===== config.mk =====
export PLATFORM = sky130hd
export DESIGN_NAME = uiem_top
export DESIGN_NICKNAME = d
export VERILOG_FILES = /design/src/uiem_pkg.sv /design/src/uiem_sticky.sv /design/src/uiem_gate.sv /design/src/uiem_top.sv
export SDC_FILE = /design/constraint.sdc
export NUM_CORES = 1
export LEC_CHECK = 0
export ABC_AREA = 1
export BUFFER_PORTS_ARGS = -buffer_cell sky130_fd_sc_hd__buf_2
export CAP_MARGIN = 25
export CELL_PAD_IN_SITES_DETAIL_PLACEMENT = 2
export CELL_PAD_IN_SITES_GLOBAL_PLACEMENT = 2
export CORE_MARGIN = 2
export CORE_UTILIZATION = 22
export DETAILED_ROUTE_END_ITERATION = 12
export GPL_TIMING_DRIVEN = 0
export PLACE_DENSITY_LB_ADDON = 0.1
export REMOVE_ABC_BUFFERS = 1
export SYNTH_ARGS = -nofsm -noshare
export SYNTH_HDL_FRONTEND = slang
export SYNTH_SLANG_ARGS = --single-unit

===== constraint.sdc =====
create_clock -name CLK -period 1.29 [get_ports CLK]
set_input_delay 0.258 -clock CLK [delete_from_list [all_inputs] [get_ports CLK]]
set_output_delay 0.258 -clock CLK [all_outputs]
set_load 0.02 [all_outputs]

===== src/uiem_pkg.sv =====
/*
 * uiem_pkg: constants shared by the usb interrupt enable mask block.
 * assumes a 32-bit avalon-mm register bus with word addressing in bytes.
 */
package uiem_pkg;

  // ****************************************************************
  // register map
  // ****************************************************************
  localparam int unsigned ADDR_W           = 4;
  localparam logic [3:0]  OFS_ENABLE_MASK  = 4'h0;
  localparam logic [3:0]  OFS_EVENT_STATUS = 4'h4;
  localparam logic [3:0]  OFS_MODE         = 4'h8;
  localparam logic [3:0]  OFS_EVENT_RAW    = 4'hC;

  // ****************************************************************
  // field positions in enable, status, raw event and mode words
  // ****************************************************************
  localparam int unsigned BIT_RESET_DETACH = 0;
  localparam int unsigned BIT_FAULT        = 1;
  localparam int unsigned BIT_FRAME_START  = 2;
  localparam int unsigned BIT_TOKEN_DONE   = 3;
  localparam int unsigned BIT_IDLE         = 4;
  localparam int unsigned BIT_RESUME       = 5;
  localparam int unsigned BIT_ATTACH       = 6;
  localparam int unsigned BIT_STALL        = 7;
  localparam int unsigned EVENT_W          = 8;
  localparam int unsigned BIT_HOST_MODE    = 0;

  // ****************************************************************
  // reset values
  // ****************************************************************
  localparam logic [7:0]  RST_ENABLE_MASK  = 8'h00;
  localparam logic [7:0]  RST_STATUS       = 8'h00;
  localparam logic        RST_HOST_MODE    = 1'h0;

  typedef logic [7:0] uiem_evt_t;

endpackage : uiem_pkg


===== src/uiem_sticky.sv =====
/*
 * uiem_sticky: sticky event flags, set by event pulses, cleared on read.
 * assumes events are synchronous to CLK.
 */
`timescale 1ns/1ps
module uiem_sticky #(
  parameter int unsigned WIDTH = 8
) (
  input  wire logic             clk,
  input  wire logic             rst,
  input  wire logic [WIDTH-1:0] set_in,
  input  wire logic             clear_all,
  output logic      [WIDTH-1:0] flags
);

  typedef struct packed {
    logic [WIDTH-1:0] flags_reg;
  } uiem_sticky_state_t;

  uiem_sticky_state_t st_reg;
  uiem_sticky_state_t st_next;

  // set wins over a clear in the same cycle
  always_comb begin
    st_next = st_reg;
    if (clear_all) begin
      st_next.flags_reg = '0;
    end
    st_next.flags_reg = st_next.flags_reg | set_in;
  end

  always_ff @(posedge clk) begin
    if (rst) begin
      st_reg <= '0;
    end else begin
      st_reg <= st_next;
    end
  end

  assign flags = st_reg.flags_reg;

endmodule : uiem_sticky


===== src/uiem_gate.sv =====
/*
 * uiem_gate: and-or reduction of flags against enables to one request.
 * assumes both vectors share one bit layout.
 */
`timescale 1ns/1ps
module uiem_gate #(
  parameter int unsigned WIDTH = 8
) (
  input  wire logic [WIDTH-1:0] flags,
  input  wire logic [WIDTH-1:0] enables,
  output logic                  request
);

  assign request = |(flags & enables);

endmodule : uiem_gate


===== src/uiem_top.sv =====
/*
 * uiem_top: usb interrupt enable mask with avalon-mm slave access.
 * assumes usb engine event pulses are synchronous to CLK.
 */
// How it works
// - stall event reaches usb request only while enable bit 7 is one.
// - attach event passes only while enable bit 6 is one.
// - resume event passes only while enable bit 5 is one.
// - idle event passes only while enable bit 4 is one.
// - token done flag passes only while enable bit 3 is one.
// - frame start flag passes only while enable bit 2 is one.
// - usb fault event passes only while enable bit 1 is one.
// - bit 0 enables bus reset in device mode, detach in host mode.
// - error class events reach the combined request only with bit 1 set.
// - mask bits 31 to 8 read zero and ignore writes.
`timescale 1ns/1ps
module uiem_top
  import uiem_pkg::*;
#(
  parameter int unsigned EVT_W = uiem_pkg::EVENT_W
) (
  input  wire logic                        CLK,
  input  wire logic                        RST,
  input  wire logic [uiem_pkg::ADDR_W-1:0] AVS_ADDRESS,
  input  wire logic                        AVS_READ,
  input  wire logic                        AVS_WRITE,
  input  wire logic [31:0]                 AVS_WRITEDATA,
  input  wire logic [3:0]                  AVS_BYTEENABLE,
  output logic      [31:0]                 AVS_READDATA,
  output logic                             AVS_WAITREQUEST,
  input  wire logic                        EVT_STALL,
  input  wire logic                        EVT_ATTACH,
  input  wire logic                        EVT_RESUME,
  input  wire logic                        EVT_IDLE,
  input  wire logic                        EVT_TOKEN_DONE,
  input  wire logic                        EVT_FRAME_START,
  input  wire logic                        EVT_FAULT,
  input  wire logic                        EVT_BUS_RESET,
  input  wire logic                        EVT_DETACH,
  output logic                             USB_COMBINED_IRQ,
  output logic                             HOST_MODE
);
  import uiem_pkg::*;

  // ****************************************************************
  // state
  // ****************************************************************
  typedef enum logic [1:0] {
    BUS_IDLE = 2'b01,
    BUS_ACK  = 2'b10
  } uiem_bus_t;

  typedef struct packed {
    uiem_bus_t   bus_reg;
    logic [7:0]  enable_mask_reg;
    logic        host_mode_reg;
    logic [31:0] rdata_reg;
  } uiem_state_t;

  uiem_state_t st_reg;
  uiem_state_t st_next;

  uiem_evt_t   events;
  uiem_evt_t   flags;
  logic        status_rd;
  logic        req;
  logic        access;

  // ****************************************************************
  // event vector
  // ****************************************************************
  always_comb begin
    events                   = '0;
    events[BIT_STALL]        = EVT_STALL;
    events[BIT_ATTACH]       = EVT_ATTACH;
    events[BIT_RESUME]       = EVT_RESUME;
    events[BIT_IDLE]         = EVT_IDLE;
    events[BIT_TOKEN_DONE]   = EVT_TOKEN_DONE;
    events[BIT_FRAME_START]  = EVT_FRAME_START;
    events[BIT_FAULT]        = EVT_FAULT;
    // shared bit follows the operating role
    events[BIT_RESET_DETACH] = st_reg.host_mode_reg ? EVT_DETACH
                                                    : EVT_BUS_RESET;
  end

  // ****************************************************************
  // sticky status and gating
  // ****************************************************************
  assign access    = (st_reg.bus_reg == BUS_IDLE) && (AVS_READ || AVS_WRITE);
  assign status_rd = access && AVS_READ && (AVS_ADDRESS == OFS_EVENT_STATUS);

  uiem_sticky #(
    .WIDTH (EVT_W)
  ) u_sticky (
    .clk       (CLK),
    .rst       (RST),
    .set_in    (events),
    .clear_all (status_rd),
    .flags     (flags)
  );

  // each flag is and-ed with its enable bit before the or
  uiem_gate #(
    .WIDTH (EVT_W)
  ) u_gate (
    .flags   (flags),
    .enables (st_reg.enable_mask_reg),
    .request (req)
  );

  // ****************************************************************
  // avalon-mm slave: one wait cycle, answer on the second edge
  // ****************************************************************
  function automatic logic [7:0] merge_byte0(input logic [7:0] old_v,
                                             input logic [31:0] wd,
                                             input logic [3:0] be);
    merge_byte0 = be[0] ? wd[7:0] : old_v;
  endfunction : merge_byte0

  always_comb begin
    st_next = st_reg;
    unique case (st_reg.bus_reg)
      BUS_IDLE: begin
        if (AVS_READ || AVS_WRITE) begin
          st_next.bus_reg   = BUS_ACK;
          st_next.rdata_reg = 32'h0000_0000;
          if (AVS_READ) begin
            unique case (AVS_ADDRESS)
              OFS_ENABLE_MASK:
                st_next.rdata_reg = {24'h00_0000,
                                     st_reg.enable_mask_reg};
              OFS_EVENT_STATUS:
                st_next.rdata_reg = {24'h00_0000, flags};
              OFS_MODE:
                st_next.rdata_reg = {31'h0000_0000,
                                     st_reg.host_mode_reg};
              OFS_EVENT_RAW:
                st_next.rdata_reg = {24'h00_0000, events};
              default:
                st_next.rdata_reg = 32'h0000_0000;
            endcase
          end else begin
            unique case (AVS_ADDRESS)
              OFS_ENABLE_MASK:
                // upper lanes dropped, those bits do not exist
                st_next.enable_mask_reg =
                  merge_byte0(st_reg.enable_mask_reg, AVS_WRITEDATA,
                              AVS_BYTEENABLE);
              OFS_MODE:
                if (AVS_BYTEENABLE[0]) begin
                  st_next.host_mode_reg = AVS_WRITEDATA[BIT_HOST_MODE];
                end
              default: ;
            endcase
          end
        end
      end
      BUS_ACK: begin
        st_next.bus_reg = BUS_IDLE;
      end
      default: begin
        st_next.bus_reg = BUS_IDLE;
      end
    endcase
  end

  always_ff @(posedge CLK) begin
    if (RST) begin
      st_reg.bus_reg         <= BUS_IDLE;
      st_reg.enable_mask_reg <= RST_ENABLE_MASK;
      st_reg.host_mode_reg   <= RST_HOST_MODE;
      st_reg.rdata_reg       <= 32'h0000_0000;
    end else begin
      st_reg <= st_next;
    end
  end

  // ****************************************************************
  // outputs
  // ****************************************************************
  assign AVS_WAITREQUEST  = (AVS_READ || AVS_WRITE) &&
                            (st_reg.bus_reg != BUS_ACK);
  assign AVS_READDATA     = st_reg.rdata_reg;
  assign USB_COMBINED_IRQ = req;
  assign HOST_MODE        = st_reg.host_mode_reg;

endmodule : uiem_top


==> metrics.yaml <==
drt:
  drt_iter0_markers: 18
  drc: 0
  route.vias.total: 1381
  via_per_inst: 4.26
  wirelength_mm: 4.42
  avgRoutedWirePerCell_um: 13.6
  dr.pass1.iters: 4
  detail-route-antenna-nets: 0
timing:
  clock.fmax_ghz: 0.681
  period_share_pct: 114
  setup_viol: 1
  worst_slack_ns: -0.178
  final_hold_viol_count: 0
  skew_ns: 0.00378
  rsz0062_at_grt: "true"
  slew_viol_final: 0
  fin_crit_ns: 1.47
yosys:
  synth-seq-cells: 27
  synthArstFlopShare_pct: 0
  synth_area_mm2: 0.00152
  yosysUniqueCellTypes: 20
  synth_edf_count: 0
  synthCells: 209
  synth_area_per_cell_um2: 7.29
  synth_flop_cell: "dfxtp_1"
  yosys_warnings: 0
  yosysSeqAreaShare_pct: 35.5
clock_tree:
  clkTransAtPathRegs_ns: 0.10
  cts_buffers: 3
  cts-root-buf: "clkbuf_8"
  clockBufferDepth: 2
  cts_sinks: 27
  clk_latency_ns: 0.28
  ctsHtreeMaxLevel: 1
  cts_hold_buf: 0
  tritoncts: "done"
power_and_ir_drop:
  combPwrFrac_pct: 18.7
  leakage_nw: 0.841
  power_switching_mw: 0.534
  p_per_area_mw_per_mm2: 941
  vdd_drop_max_uv: 328
  internal-power_mw: 1.18
  pwr-share-seq_pct: 51.8
  p_sw_share_pct: 31.2
  pwr-share-clk_pct: 29.5
floorplanning:
  core.rowCount: 30
  io_pins: 88
  start_util_pct: 22.6
  die-area_mm2: 0.00761
  die_w_um: 87.2
  core_mm2: 0.00676
  die_h_um: 87.2
global_route:
  grt_first_pass_wirelength_mm: 6.98
  grt_use_total_pct: 12.0
  grt_max_degree: 21
  first_global_vias: 1345
  antenna_found_initial: 0
  overflow: 0
setup_path:
  worst_ep_required_time_ns: 1.03
  rrSetupSlack_ns: 0.05
  start_kind: "flop"
  timing.rr.start: "st_reg[42]$_SDFFE_PP0N_"
  path_class: "reg -> out"
  cp.arrival_ns: 1.21
  r2r_cells: 7
  crit_path_max_fanout: 3
  critPathCaptureType: "primary output"
  r2r-end: "st_reg[37]$_SDFFE_PP0P_"
worst_hold_path:
  hold_path.class: "in -> reg"
  min_from: "EVT_FRAME_START"
  hold_depth: 3
  min_to: "u_sticky.flags[2]$_SDFF_PP0_"
cells_and_area:
  final_area_mm2: 0.00182
  final_util_pct: 27.0
  diodes: 0
  final_cell_mix: "37 x nand2_1, 34 x buf_2, 25 x nand3_1, 24 x conb_1, 21 x nor2_1"
  largest_reg_flops: 10
  drive_gt1_share_pct: 34.8
  final_common_cell: "nand2_1"
  num-nets-final: 298
  syn_to_final_growth_pct: 19.5
placed_design:
  place_area_mm2: 0.00162
  port_buffers: 36
  dp_hpwl_mm: 3.21
  place.gp.congestion: 0.665
run:
  maxCapViolations: 0
outcome:
  status: "finished with violations"
  violations: "negative setup slack"
-- worst max path at each step --
| stage | slack [ns] | endpoint | start |
|---|---|---|---|
| after floorplan | 0.12 | u_sticky.flags[0]$_SDFF_PP0_ | st_reg[42]$_SDFFE_PP0N_ |
| after global placement | -0.21 | st_reg[40]$_SDFFE_PP0P_ | AVS_ADDRESS[1] |
| after detailed placement | -0.22 | st_reg[39]$_SDFFE_PP0P_ | AVS_ADDRESS[1] |
| after CTS | -0.19 | USB_COMBINED_IRQ | u_sticky.flags[7]$_SDFF_PP0_ |
| after global routing | -0.26 | USB_COMBINED_IRQ | u_sticky.flags[5]$_SDFF_PP0_ |
| final | -0.18 | USB_COMBINED_IRQ | u_sticky.flags[2]$_SDFF_PP0_ |
-- synth_stat cells (2+ instances only) --
cell type,count,share of area [%]
a21oi_1,17,5.6
a221oi_1,2,1.1
buf_4,34,17
clkbuf_1,2,0.49
dfxtp_1,27,35
inv_1,8,2.0
inv_2,3,0.74
nand2_1,38,9.4
nand2_2,2,0.82
nand3_1,25,8.2
nor2_1,21,5.2
nor2_4,6,4.4
nor3_1,9,3.0
o21ai_1,9,3.0
-- what timing repair did --
action	in CTS	in global routing
hold endpoints to repair	0	0
pin swaps	5	6
cloned	0	1
gates resized for setup	14	15
endpoints found under the setup margin	18	15
buffers inserted	7	1
-- metal layers --
metal	global-route usage [%]	up-vias	wire length, µm
met5	0	-	0
met4	3.78	0	44
met3	1.61	4	167
met2	19.2	34	2110
met1	16.6	642	2100
li1	-	701	-
-- final cells by class --
type,count,area [µm²]
fill,842,4930
multi-input combinational,158,831
sequential,27,552
timing repair buffer,44,249
tap,80,100
inverter,11,43.8
clock buffer,3,41.3
clock inverter,1,5.00
-- through the flow --
stage	power, mW	std cells	hold slack, ns	setup TNS, ns	setup slack, ns
6_report	1.71	324	0.199	-0.178	-0.178
4_1_cts	1.73	322	0.191	-0.192	-0.192
2_1_floorplan	1.07	195	0.327	0	0.118
3_5_place_dp	1.17	311	0.458	-3.87	-0.221
5_1_grt	1.83	324	0.213	-0.666	-0.260
3_3_place_gp	1.17	311	0.456	-3.60	-0.214
-- power groups by stage --
stage	sequential, mW	combinational [mW]	clock, mW
5_1_grt	0.893	0.360	0.575
3_5_place_dp	0.900	0.273	0
6_report	0.887	0.321	0.505
3_3_place_gp	0.900	0.270	0
4_1_cts	0.885	0.303	0.544
2_1_floorplan	0.895	0.173	0
-- cell families after synthesis --
| kind of cell | count (synthesis) | share of synthesized area [%] |
|---|---|---|
| DFF | 27 | 35.5 |
| and+or+nand+nor | 104 | 33.4 |
| buffers and inverters | 48 | 20.7 |
| AOI/OAI and AO/OA | 29 | 10.2 |
| other | 1 | 0.246 |
-- critical path, cell delays in order (launching register included) --
cell and delay, ns:
dfxtp_2 0.34, nand2_1 0.06, nand2_1 0.06, a221oi_2 0.19, nand2_1 0.12, buf_6 0.15
Power figures use the tool's default switching activity.
